## src/wdtml_pkg.sv

```systemverilog
// Purpose: Shared constants and types for the watchdog with locked mode register
// Assumes: 200 MHz system clock, 8-bit register port with bank select
// Notes:   Every offset, field position, reset value and timing count but the RC divide ratio lives here
package wdtml_pkg;

  // Register decode
  localparam logic [3:0] BANK_WDT    = 4'hf;   // Expanded bank holding the block
  localparam logic [7:0] ADDR_MODE   = 8'h0f;  // watchdog_mode_control, write only
  localparam logic [7:0] ADDR_STATUS = 8'h0b;  // Read-only status of the block

  // watchdog_mode_control fields
  localparam logic [3:0] MODE_RST      = 4'h0; // Value after any qualifying reset
  localparam int         MODE_TSEL_LSB = 0;    // Timeout select, two bits
  localparam int         MODE_HALT_BIT = 2;    // Keep counting in HALT
  localparam int         MODE_STOP_BIT = 3;    // Keep counting in Stop
  localparam int         MODE_WIDTH    = 4;    // Bits that are stored

  // Status register fields
  localparam int STAT_RUN_BIT = 0;             // Watchdog running
  localparam int STAT_WIN_BIT = 1;             // Mode write window open
  localparam int STAT_WDR_BIT = 2;             // Last reset came from a timeout

  // Write window length
  localparam int WIN_CPU_CYCLES  = 60;         // Processor cycles
  localparam int WIN_XTAL_CLOCKS = 120;        // Same span in crystal clocks

  // Reset one-shot after a timeout
  localparam int CLK_PERIOD_PS = 5000;         // 200 MHz system clock
  localparam int POR_TIME_US   = 2500;         // 2.5 ms least
  localparam int POR_CYCLES    =
    (POR_TIME_US * 1000 + CLK_PERIOD_PS / 1000 - 1) / (CLK_PERIOD_PS / 1000);

  // Restart address after a watchdog reset
  localparam logic [15:0] RESTART_VECTOR = 16'h000c;

  // Counter taps for the four timeout codes, longer for larger codes
  localparam int TAP0 = 9;
  localparam int TAP1 = 11;
  localparam int TAP2 = 13;
  localparam int TAP3 = 15;

  // Flag values written by the refresh instruction
  localparam logic FLAG_Z_VAL = 1'b0;
  localparam logic FLAG_S_VAL = 1'b0;
  localparam logic FLAG_V_VAL = 1'b0;

  // Write window states
  typedef enum logic [2:0] {
    WIN_WAIT = 3'b001,                         // Waiting for first instruction
    WIN_OPEN = 3'b010,                         // Writes accepted
    WIN_LOCK = 3'b100                          // Writes ignored
  } wdtml_win_type;

  // Tap index for a timeout select code
  function automatic int tap_index(input logic [1:0] tsel);
    int idx;
    idx = TAP0;
    case (tsel)
      2'h0:    idx = TAP0;
      2'h1:    idx = TAP1;
      2'h2:    idx = TAP2;
      2'h3:    idx = TAP3;
      default: idx = TAP0;
    endcase
    return idx;
  endfunction

endpackage

```

## src/wdtml_watchdog.sv

```systemverilog
// Purpose: Retriggerable watchdog with a mode register that locks after boot
// Assumes: All inputs synchronous to clk_sys_i; rst_n_i is the power-on reset
// Notes:   RC oscillator rate is modelled by an enable divider off clk_sys_i
//          A timeout beats a refresh or a mode write in the same cycle
//          Status register shows running, window open and timeout cause
//          Mode writes landing with a recovery or timeout are lost on purpose
//
// How it works
// Retriggerable counter resets CPU at terminal count
// Idle until first refresh instruction starts it
// Later refreshes restart the count from zero
// Counter advances only on RC oscillator ticks
// Refresh instruction updates zero, sign, overflow flags
// Mode bits 1:0 pick the timeout tap
// Bit 2 counts in HALT, bit 3 in Stop
// Upper four mode bits have no effect
// Writes accepted only 60 cycles after first instruction
// After window, mode writes ignored until reset
// Mode register reads back as zero
// Mode register decoded at bank F, 0Fh
// Timeout holds CPU reset for 2.5 ms
// Watchdog reset restarts execution at 000Ch
// Four taps, larger code gives longer timeout
//
// The address-and-strobe port is this design's own decision.
`timescale 1ns/100ps
module wdtml_watchdog #(
  parameter int WDT_W      = 16,                   // Watchdog counter width
  parameter int RC_DIV     = 20,                   // System clocks per RC tick
  parameter int POR_CYCLES = wdtml_pkg::POR_CYCLES // Reset one-shot length
) (
  input  wire logic        clk_sys_i,              // System clock
  input  wire logic        rst_n_i,                // Power-on reset, active low
  input  wire logic        refresh_i,              // Refresh instruction executes
  input  wire logic        first_instr_i,          // First instruction after reset
  input  wire logic        cpu_cycle_i,            // One pulse per processor cycle
  input  wire logic        halt_i,                 // CPU in HALT
  input  wire logic        stop_i,                 // CPU in Stop
  input  wire logic        stop_recovery_i,        // stop_mode_recovery event
  input  wire logic [3:0]  reg_bank_i,             // Expanded register bank
  input  wire logic [7:0]  reg_addr_i,             // Register address
  input  wire logic [7:0]  reg_wdata_i,            // Write data
  input  wire logic        reg_we_i,               // Write strobe
  input  wire logic        reg_re_i,               // Read strobe
  output logic      [7:0]  reg_rdata_o,            // Read data, one cycle later
  output logic             flags_we_o,             // Flag update strobe
  output logic             flag_z_o,               // Zero flag value
  output logic             flag_s_o,               // Sign flag value
  output logic             flag_v_o,               // Overflow flag value
  output logic             cpu_reset_o,            // Hold CPU in reset
  output logic      [15:0] restart_addr_o,         // Fetch address after reset
  output logic             wdt_running_o           // Watchdog started by a refresh
);

  localparam int RCD_W = $clog2(RC_DIV + 1);       // RC divider width
  localparam int POR_W = $clog2(POR_CYCLES + 1);   // One-shot counter width

  logic [RCD_W-1:0]      rc_div_reg;               // RC tick divider
  logic                  rc_tick;                  // RC oscillator enable pulse
  logic [WDT_W-1:0]      wdt_cnt_reg;              // Watchdog count
  logic                  wdt_run_reg;              // Watchdog started
  logic                  timeout;                  // Terminal count reached
  logic                  count_en;                 // Counting allowed now
  logic [3:0]            mode_reg;                 // Stored mode bits
  wdtml_pkg::wdtml_win_type win_reg;               // Write window state
  logic [5:0]            win_cnt_reg;              // Processor cycles in window
  logic [POR_W-1:0]      por_cnt_reg;              // Reset one-shot count
  logic                  wdr_flag_reg;             // Last reset was a timeout
  logic                  refresh_ok;               // Refresh while CPU runs
  logic                  hit_mode;                 // Address selects mode reg
  logic                  hit_status;               // Address selects status reg
  logic                  mode_wr;                  // Accepted mode write
  logic                  win_restart;              // Qualifying reset event

  // Address decode inside the expanded bank
  assign hit_mode   = (reg_bank_i == wdtml_pkg::BANK_WDT)
                   && (reg_addr_i == wdtml_pkg::ADDR_MODE);
  assign hit_status = (reg_bank_i == wdtml_pkg::BANK_WDT)
                   && (reg_addr_i == wdtml_pkg::ADDR_STATUS);
  assign refresh_ok = refresh_i && !cpu_reset_o;
  assign win_restart = timeout || stop_recovery_i;

  // RC oscillator stand-in: one enable pulse every RC_DIV clocks
  always_ff @(posedge clk_sys_i or negedge rst_n_i)
  begin
    if (!rst_n_i)
      rc_div_reg <= '0;
    else if (rc_div_reg == RCD_W'(RC_DIV - 1))
      rc_div_reg <= '0;
    else
      rc_div_reg <= rc_div_reg + RCD_W'(1);
  end
  assign rc_tick = (rc_div_reg == RCD_W'(RC_DIV - 1));

  // Counting gated by HALT and Stop options
  always_comb
  begin
    count_en = wdt_run_reg && rc_tick;
    if (halt_i && !mode_reg[wdtml_pkg::MODE_HALT_BIT])
      count_en = 1'b0;
    if (stop_i && !mode_reg[wdtml_pkg::MODE_STOP_BIT])
      count_en = 1'b0;
  end

  // Terminal count at the selected tap
  assign timeout = wdt_run_reg
    && wdt_cnt_reg[wdtml_pkg::tap_index(mode_reg[1:0])];

  // Watchdog run state: idle until the first refresh
  always_ff @(posedge clk_sys_i or negedge rst_n_i)
  begin
    if (!rst_n_i)
      wdt_run_reg <= 1'b0;
    else if (timeout || stop_recovery_i)
      wdt_run_reg <= 1'b0;
    else if (refresh_ok)
      wdt_run_reg <= 1'b1;
  end

  // Watchdog count
  always_ff @(posedge clk_sys_i or negedge rst_n_i)
  begin
    if (!rst_n_i)
      wdt_cnt_reg <= '0;
    else if (timeout || stop_recovery_i || refresh_ok)
      wdt_cnt_reg <= '0;
    else if (count_en)
      wdt_cnt_reg <= wdt_cnt_reg + WDT_W'(1);
  end

  // Flag update from the refresh instruction
  always_ff @(posedge clk_sys_i or negedge rst_n_i)
  begin
    if (!rst_n_i)
    begin
      flags_we_o <= 1'b0;
      flag_z_o   <= 1'b0;
      flag_s_o   <= 1'b0;
      flag_v_o   <= 1'b0;
    end
    else
    begin
      flags_we_o <= refresh_ok;
      if (refresh_ok)
      begin
        flag_z_o <= wdtml_pkg::FLAG_Z_VAL;
        flag_s_o <= wdtml_pkg::FLAG_S_VAL;
        flag_v_o <= wdtml_pkg::FLAG_V_VAL;
      end
    end
  end

  // Reset one-shot: runs at power-on and after each timeout
  always_ff @(posedge clk_sys_i or negedge rst_n_i)
  begin
    if (!rst_n_i)
      por_cnt_reg <= POR_W'(POR_CYCLES);
    else if (timeout)
      por_cnt_reg <= POR_W'(POR_CYCLES);
    else if (por_cnt_reg != '0)
      por_cnt_reg <= por_cnt_reg - POR_W'(1);
  end
  assign cpu_reset_o = (por_cnt_reg != '0);

  // Restart address and reset cause
  always_ff @(posedge clk_sys_i or negedge rst_n_i)
  begin
    if (!rst_n_i)
    begin
      restart_addr_o <= wdtml_pkg::RESTART_VECTOR;
      wdr_flag_reg   <= 1'b0;
    end
    else if (timeout)
    begin
      restart_addr_o <= wdtml_pkg::RESTART_VECTOR;
      wdr_flag_reg   <= 1'b1;
    end
    else if (stop_recovery_i)
      wdr_flag_reg   <= 1'b0;
  end

  // Write window state machine
  always_ff @(posedge clk_sys_i or negedge rst_n_i)
  begin
    if (!rst_n_i)
    begin
      win_reg     <= wdtml_pkg::WIN_WAIT;
      win_cnt_reg <= '0;
    end
    else if (win_restart)
    begin
      win_reg     <= wdtml_pkg::WIN_WAIT;
      win_cnt_reg <= '0;
    end
    else
    begin
      case (win_reg)
        wdtml_pkg::WIN_WAIT:
        begin
          if (first_instr_i && !cpu_reset_o)
            win_reg <= wdtml_pkg::WIN_OPEN;
        end
        wdtml_pkg::WIN_OPEN:
        begin
          if (cpu_cycle_i)
          begin
            if (win_cnt_reg == 6'(wdtml_pkg::WIN_CPU_CYCLES - 1))
              win_reg <= wdtml_pkg::WIN_LOCK;
            win_cnt_reg <= win_cnt_reg + 6'h01;
          end
        end
        wdtml_pkg::WIN_LOCK:
          win_reg <= wdtml_pkg::WIN_LOCK;
        default:
          win_reg <= wdtml_pkg::WIN_LOCK;
      endcase
    end
  end

  // Mode register: low nibble stored, upper nibble dropped
  assign mode_wr = reg_we_i && hit_mode && (win_reg == wdtml_pkg::WIN_OPEN);
  always_ff @(posedge clk_sys_i or negedge rst_n_i)
  begin
    if (!rst_n_i)
      mode_reg <= wdtml_pkg::MODE_RST;
    else if (win_restart)
      mode_reg <= wdtml_pkg::MODE_RST;
    else if (mode_wr)
      mode_reg <= reg_wdata_i[wdtml_pkg::MODE_WIDTH-1:0];
  end

  // Read data: mode reads zero, status shows block state
  always_ff @(posedge clk_sys_i or negedge rst_n_i)
  begin
    if (!rst_n_i)
      reg_rdata_o <= 8'h00;
    else if (reg_re_i && hit_status)
    begin
      reg_rdata_o <= 8'h00;
      reg_rdata_o[wdtml_pkg::STAT_RUN_BIT] <= wdt_run_reg;
      reg_rdata_o[wdtml_pkg::STAT_WIN_BIT] <= (win_reg == wdtml_pkg::WIN_OPEN);
      reg_rdata_o[wdtml_pkg::STAT_WDR_BIT] <= wdr_flag_reg;
    end
    else
      reg_rdata_o <= 8'h00;
  end

  assign wdt_running_o = wdt_run_reg;

  // Helper: cycles the CPU reset has been held so far
  int unsigned por_len;                                          // Reset hold length
  always_ff @(posedge clk_sys_i or negedge rst_n_i)
  begin
    if (!rst_n_i)
      por_len <= 0;
    else if (cpu_reset_o)
      por_len <= por_len + 1;
    else
      por_len <= 0;
  end
endmodule

```

## config.mk

```make
export PLATFORM = sky130hd
export DESIGN_NAME = wdtml_watchdog
export DESIGN_NICKNAME = d
export VERILOG_FILES = /design/src/wdtml_pkg.sv /design/src/wdtml_watchdog.sv
export SDC_FILE = /design/constraint.sdc
export NUM_CORES = 1
export LEC_CHECK = 0
export BUFFER_PORTS_ARGS = -buffer_cell sky130_fd_sc_hd__buf_2
export CORE_UTILIZATION = 60
export DETAILED_ROUTE_END_ITERATION = 10
export PLACE_DENSITY = 0.85
export SLEW_MARGIN = 20
export SYNTH_ARGS = -nofsm -noshare
export SYNTH_HDL_FRONTEND = slang
export SYNTH_SLANG_ARGS = --single-unit
```

## constraint.sdc

```tcl
create_clock -name clk_sys_i -period 4.7 [get_ports clk_sys_i]
set_input_delay 0.47 -clock clk_sys_i [delete_from_list [all_inputs] [get_ports clk_sys_i]]
set_output_delay 0.47 -clock clk_sys_i [all_outputs]
set_load 0.01 [all_outputs]
```

### After elaboration in Yosys (flattened, before gate mapping)

Cells that the tools add are included.
Widths: inputs -> output; s select.

| storage, ports and cells | value |
|---|---|
| bits in registers | 64 |
| word-level logic and storage cells | 81 |
| output and inout port bits | 30 |
| input port bits | 30 |

| operators by class | value |
|---|---|
| order comparisons | 1 |
| add/subtract/negate cells | 4 |
| equality and inequality tests | 13 |
| multiplexer cells | 26 |
| reduce and logical (&&, ||, !) cells | 27 |

Operator list:

| operator | number |
|---|---|
| $pmux 32 s4 | 1 |
| $mux 19 | 2 |
| $lt 32x6->1 const B | 1 |
| $mux 16 | 2 |
| $reduce_bool 19->1 | 1 |
| $sub 19x1->19 const B | 1 |
| $mux 6 | 3 |
| $add 16x1->16 const B | 1 |
| $eq 8x4->1 const B | 2 |
| $mux 3 | 5 |
| $reduce_bool 2->1 | 7 |
| $logic_and 1x1->1 | 11 |
| $ne 3x3->1 const B | 3 |
| $mux 1 | 8 |
| $mux 4 | 2 |
| $add 6x1->6 const B | 1 |
| $eq 6x6->1 const B | 1 |
| $pmux 3 s2 | 1 |
| $add 5x1->5 const B | 1 |
| $eq 5x5->1 const B | 1 |
| $mux 5 | 1 |
| $bmux 1 s4 | 1 |
| $eq 2x2->1 const B | 2 |
| $eq 4x4->1 const B | 1 |
| 8 further kinds | 11 |

### Depth between registers and ports, before layout

| logic depth | value |
|---|---|
| depth in word-level cells | 9 |
| gate-level depth with buffers | 8 |
| depth with buffers taken out | 8 |

### Least setup slack after synthesis

OpenSTA, ideal clock, no wires.

| timing | value |
|---|---|
| kind | reg-to-reg |
| start point | register por_cnt_reg[0] |
| end point | register wdt_cnt_reg[12] |
| data arrival time | 1815 ps |
| period minus slack after synthesis | 1941 ps |
| setup slack | 2759 ps |
| library setup time | 126 ps |
| stages on the path, launching flop included | 9 |
| buffers on the path | 1 |
| path through | dfrtp_1 -> inv_1 -> ha_1 -> or3b_2 -> nor2_4 -> and2_4 -> a31o_4 -> buf_6 -> a21oi_1 |

| on the way | value |
|---|---|
| longest elaborated chain between the ends | 5 |

Ends and longest elaborated chain:

| item | line | text |
|---|---|---|
| start: declaration | wdtml_watchdog.sv:67 | `logic [POR_W-1:0] por_cnt_reg;` |
| start signal: assignment | wdtml_watchdog.sv:157 | `por_cnt_reg <= POR_W'(POR_CYCLES);` |
| start signal: assignment | wdtml_watchdog.sv:159 | `por_cnt_reg <= POR_W'(POR_CYCLES);` |
| start signal: assignment | wdtml_watchdog.sv:161 | `por_cnt_reg <= por_cnt_reg - POR_W'(1);` |
| $reduce_bool 19->1 (*) | wdtml_watchdog.sv:163 | `assign cpu_reset_o = (por_cnt_reg != '0);` |
| $logic_not 1->1 (*) | wdtml_watchdog.sv:80 | `assign refresh_ok = refresh_i && !cpu_reset_o;` |
| $logic_and 1x1->1 (*) | wdtml_watchdog.sv:80 |  |
| $logic_or 1x1->1 (*) | wdtml_watchdog.sv:125 | `else if (timeout \|\| stop_recovery_i \|\| refresh_ok)` |
| $mux 16 / $reduce_bool 2->1 (equally long branches) | - |  |
| end signal: assignment | wdtml_watchdog.sv:128 | `wdt_cnt_reg <= wdt_cnt_reg + WDT_W'(1);` |
| end: declaration | wdtml_watchdog.sv:60 | `logic [WDT_W-1:0] wdt_cnt_reg;` |

Every way passes the cells marked *; elsewhere a longest branch is shown, timed or not.
A chain may end at the register's enable or synchronous reset.

### Worst setup path after layout

| timing | value |
|---|---|
| start point | register por_cnt_reg[0] |
| end point | output cpu_reset_o |

| on the way | value |
|---|---|
| longest elaborated chain between the ends | 1 |

Ends and longest elaborated chain:

| item | line | text |
|---|---|---|
| $reduce_bool 19->1 | wdtml_watchdog.sv:163 |  |
| end: declaration | wdtml_watchdog.sv:50 | `output logic cpu_reset_o,` |

Every way passes these cells.

==> impl_metrics.env <==
export IMPL_leakagePower_nw=1.71
export IMPL_numCtsBuffers=9
export IMPL_required_ns=4.23
export IMPL_drt_total_wl_um=5690
export IMPL_syn_area_sq_um=3220
export IMPL_worstSetupPathType="reg2out"
export IMPL_comb_power_share=0.048
export IMPL_synth_mux_area_frac=0.0292
export IMPL_grt_overflow=0
export IMPL_ys_top_cells_by_area="dfrtp_1 40%, dfstp_2 6.5%, buf_4 5.6%, xnor2_1 4.4%, nor2_1 4.0%"
export IMPL_largest_reg_flops=19
export IMPL_worstSetupEndpoint="cpu_reset_o"
export IMPL_via_count=2345
export IMPL_ys_seq_elements=59
export IMPL_setup_viol=0
export IMPL_cp_end_kind="primary output"
export IMPL_synth_top_family_by_area="simple AND/OR/NAND/NOR gates"
export IMPL_final_setup_tns_ns=0
export IMPL_cts_resized_gates=0
export IMPL_via_per_inst=5.45
export IMPL_cts_setup_buffers=0
export IMPL_ys_top_cells_by_count="51 x dfrtp_1, 34 x nor2_1, 24 x buf_4"
export IMPL_synthAdderAreaFrac=0.0156
export IMPL_dp_final_hpwl_um=4150
export IMPL_synth_top_area_cell="dfrtp_1"
export IMPL_period_minus_slack_ns=2.58
export IMPL_p_sw_frac=0.224
export IMPL_die_h_um=75.2
export IMPL_routabilityCongestion=0.859
export IMPL_synth_xor_area_frac=0.0817
export IMPL_outcome="finished clean"
export IMPL_utilization=0.683
export IMPL_drcViolationCount=0
export IMPL_syn_avg_cell_area_sq_um=10.1
export IMPL_crit_fanout=6
export IMPL_die_x_um=75.2
export IMPL_track_usage=0.237
export IMPL_synth_most_common_cell="dfrtp_1"
export IMPL_yosysWarnings=0
export IMPL_placement_io_buffers=31
export IMPL_cts_sinks=59
export IMPL_cts_hold_buf=0
export IMPL_htreeDepth=3
export IMPL_p_int_mw=0.746
export IMPL_p_switching_mw=0.215
export IMPL_max_vdd_ir_drop_mv=0.256
export IMPL_clkTransAtPathRegs_ns=0.06
export IMPL_ys_types=57
export IMPL_cp_start_kind="flop"
export IMPL_start_util=0.626
export IMPL_pin_count=60
export IMPL_cts_tree="done"
export IMPL_route_antenna_remaining_nets=0
export IMPL_r2r_cells=6
export IMPL_antenna_found_initial=0
export IMPL_pwr_share_clk=0.415
export IMPL_area_growth_pct=9.18
export IMPL_clk_latency_ns=0.34
export IMPL_grt_max_degree=60
export IMPL_grt_first_pass_wirelength_um=9700
export IMPL_fmax_mhz=387
export IMPL_cp_startpoint="por_cnt_reg[0]$_DFFE_PN0P_"
export IMPL_period_share=0.550
export IMPL_async_reset_ff_frac=1.00
export IMPL_yosysTopAreaCellShare=0.397
export IMPL_finalPower_mw=0.961
export IMPL_r2r_start="rc_div_reg[0]$_DFF_PN0_"
export IMPL_maxCapViolCount=0
export IMPL_finClkSkew_ns=0.00735
export IMPL_first_pass_iters=4
export IMPL_coreArea_sq_um=5140
export IMPL_synth_compound_area_frac=0.0665
export IMPL_antennaDiodeCount=0
export IMPL_clk_root_buffer_cell="clkbuf_8"
export IMPL_wl_per_cell_um=13.2
export IMPL_synth_simple_area_share=0.269
export IMPL_rsz0062_at_grt="false"
export IMPL_power_density_nw_per_um2=274
export IMPL_cp_arrival_ns=2.11
export IMPL_worst_pin_slew_ns=0.720
export IMPL_seq_power_share=0.536
export IMPL_nets=389
export IMPL_rows=26
export IMPL_drive_above_1_share=0.203
export IMPL_drtIter0Drc=84
export IMPL_hold_violations=0
export IMPL_dpl_instance_area_sq_um=3340
export IMPL_cts_path_max_buffers=2
export IMPL_slew_viol_final=0
export IMPL_r2r_end="wdt_cnt_reg[14]$_DFFE_PN0P_"
export IMPL_rrSetupSlack_ns=2.60
export IMPL_hold_class="in2async"
export IMPL_first_global_vias=2225
export IMPL_stdcell_area_sq_um=3510
export IMPL_slew_headroom=0.520
export IMPL_synth_edf_count=0
export IMPL_dieArea_sq_um=5660
export IMPL_synthCells=318
export IMPL_synth_seq_area_share=0.462
export IMPL_synth_main_ff_cell="dfrtp_1"
[power by group through the flow]
stage          logic (mW)  clock network, mW  registers, mW
6_report           0.0465              0.399          0.515
5_1_grt            0.0544              0.434          0.515
3_5_place_dp       0.0470                  0          0.524
3_3_place_gp       0.0457                  0          0.524
4_1_cts            0.0472              0.412          0.515
2_1_floorplan      0.0362                  0          0.524
[area by class of cell]
cell class              instances  area (sq um)
clock buffers                  14           163
multi-input cells             246          1580
inverters                       7          26.3
fillers                       413          1630
repair buffers                 32           163
well taps                      70          87.6
clock inverters                 2          10.0
flip-flops and latches         59          1490
[metrics by stage]
step	cells	hold WS, ns	setup WS (ns)
after detailed placement	414	0.460	2.49
final	430	0.269	2.12
after CTS	430	0.292	2.10
after global placement	414	0.446	2.49
after floorplan	340	0.174	2.76
after global routing	430	0.338	1.95
[placed cells by master, fill, tap and decap left out, types with 3 or more instances in the layout]
master,count
dfrtp_1,51
nor2_1,34
buf_2,31
conb_1,24
nand2_1,19
xnor2_1,16
nand3_1,15
xor2_1,14
a21oi_1,11
o21ai_0,11
clkbuf_8,11
nand4_1,8
dfstp_2,8
nor4_1,7
and2_1,7
inv_1,7
nor3_1,7
mux2i_1,6
nand2b_1,5
nor3b_1,5
and3_1,5
or3_1,4
nor2b_1,4
ha_1,4
nand4b_1,3
clkbuf_1,3
[critical path, cell delays in order (launching register included)]
cell and delay [ns]:
dfrtp_1 0.40, inv_1 0.10, ha_1 0.21, nor3b_1 0.35, nand2_1 0.23, nor2_4 0.22, inv_1 0.12, buf_2 0.15
[logic make-up after synthesis]
logic type	Yosys count
other	2
adders and majority gates	4
AOI/OAI and AO/OA	34
muxes	8
and+or+nand+nor	146
xor gates and xnor gates	30
buffers and inverters	35
DFF	59
[worst min-delay path by stage]
stage	start	endpoint	slack (ns)	depth (start not counted)
3_3_place_gp	rc_div_reg[0]$_DFF_PN0_	rc_div_reg[0]$_DFF_PN0_	0.45	1
4_1_cts	rst_n_i	reg_rdata_o[1]$_DFF_PN0_	0.29	2
3_5_place_dp	rc_div_reg[0]$_DFF_PN0_	rc_div_reg[0]$_DFF_PN0_	0.46	1
5_1_grt	rst_n_i	reg_rdata_o[1]$_DFF_PN0_	0.34	2
6_report	rst_n_i	reg_rdata_o[1]$_DFF_PN0_	0.27	2
2_1_floorplan	rst_n_i	flags_we_o$_DFF_PN0_	0.17	0
[layer usage]
layer,share of wire,vias up,global-route usage
li1,-,1141,-
met1,0.45,1146,0.278
met2,0.49,47,0.397
met3,0.045,11,0.0870
met4,0.015,0,0.0967
met5,0,-,0
(Power assumes the default switching activity.)
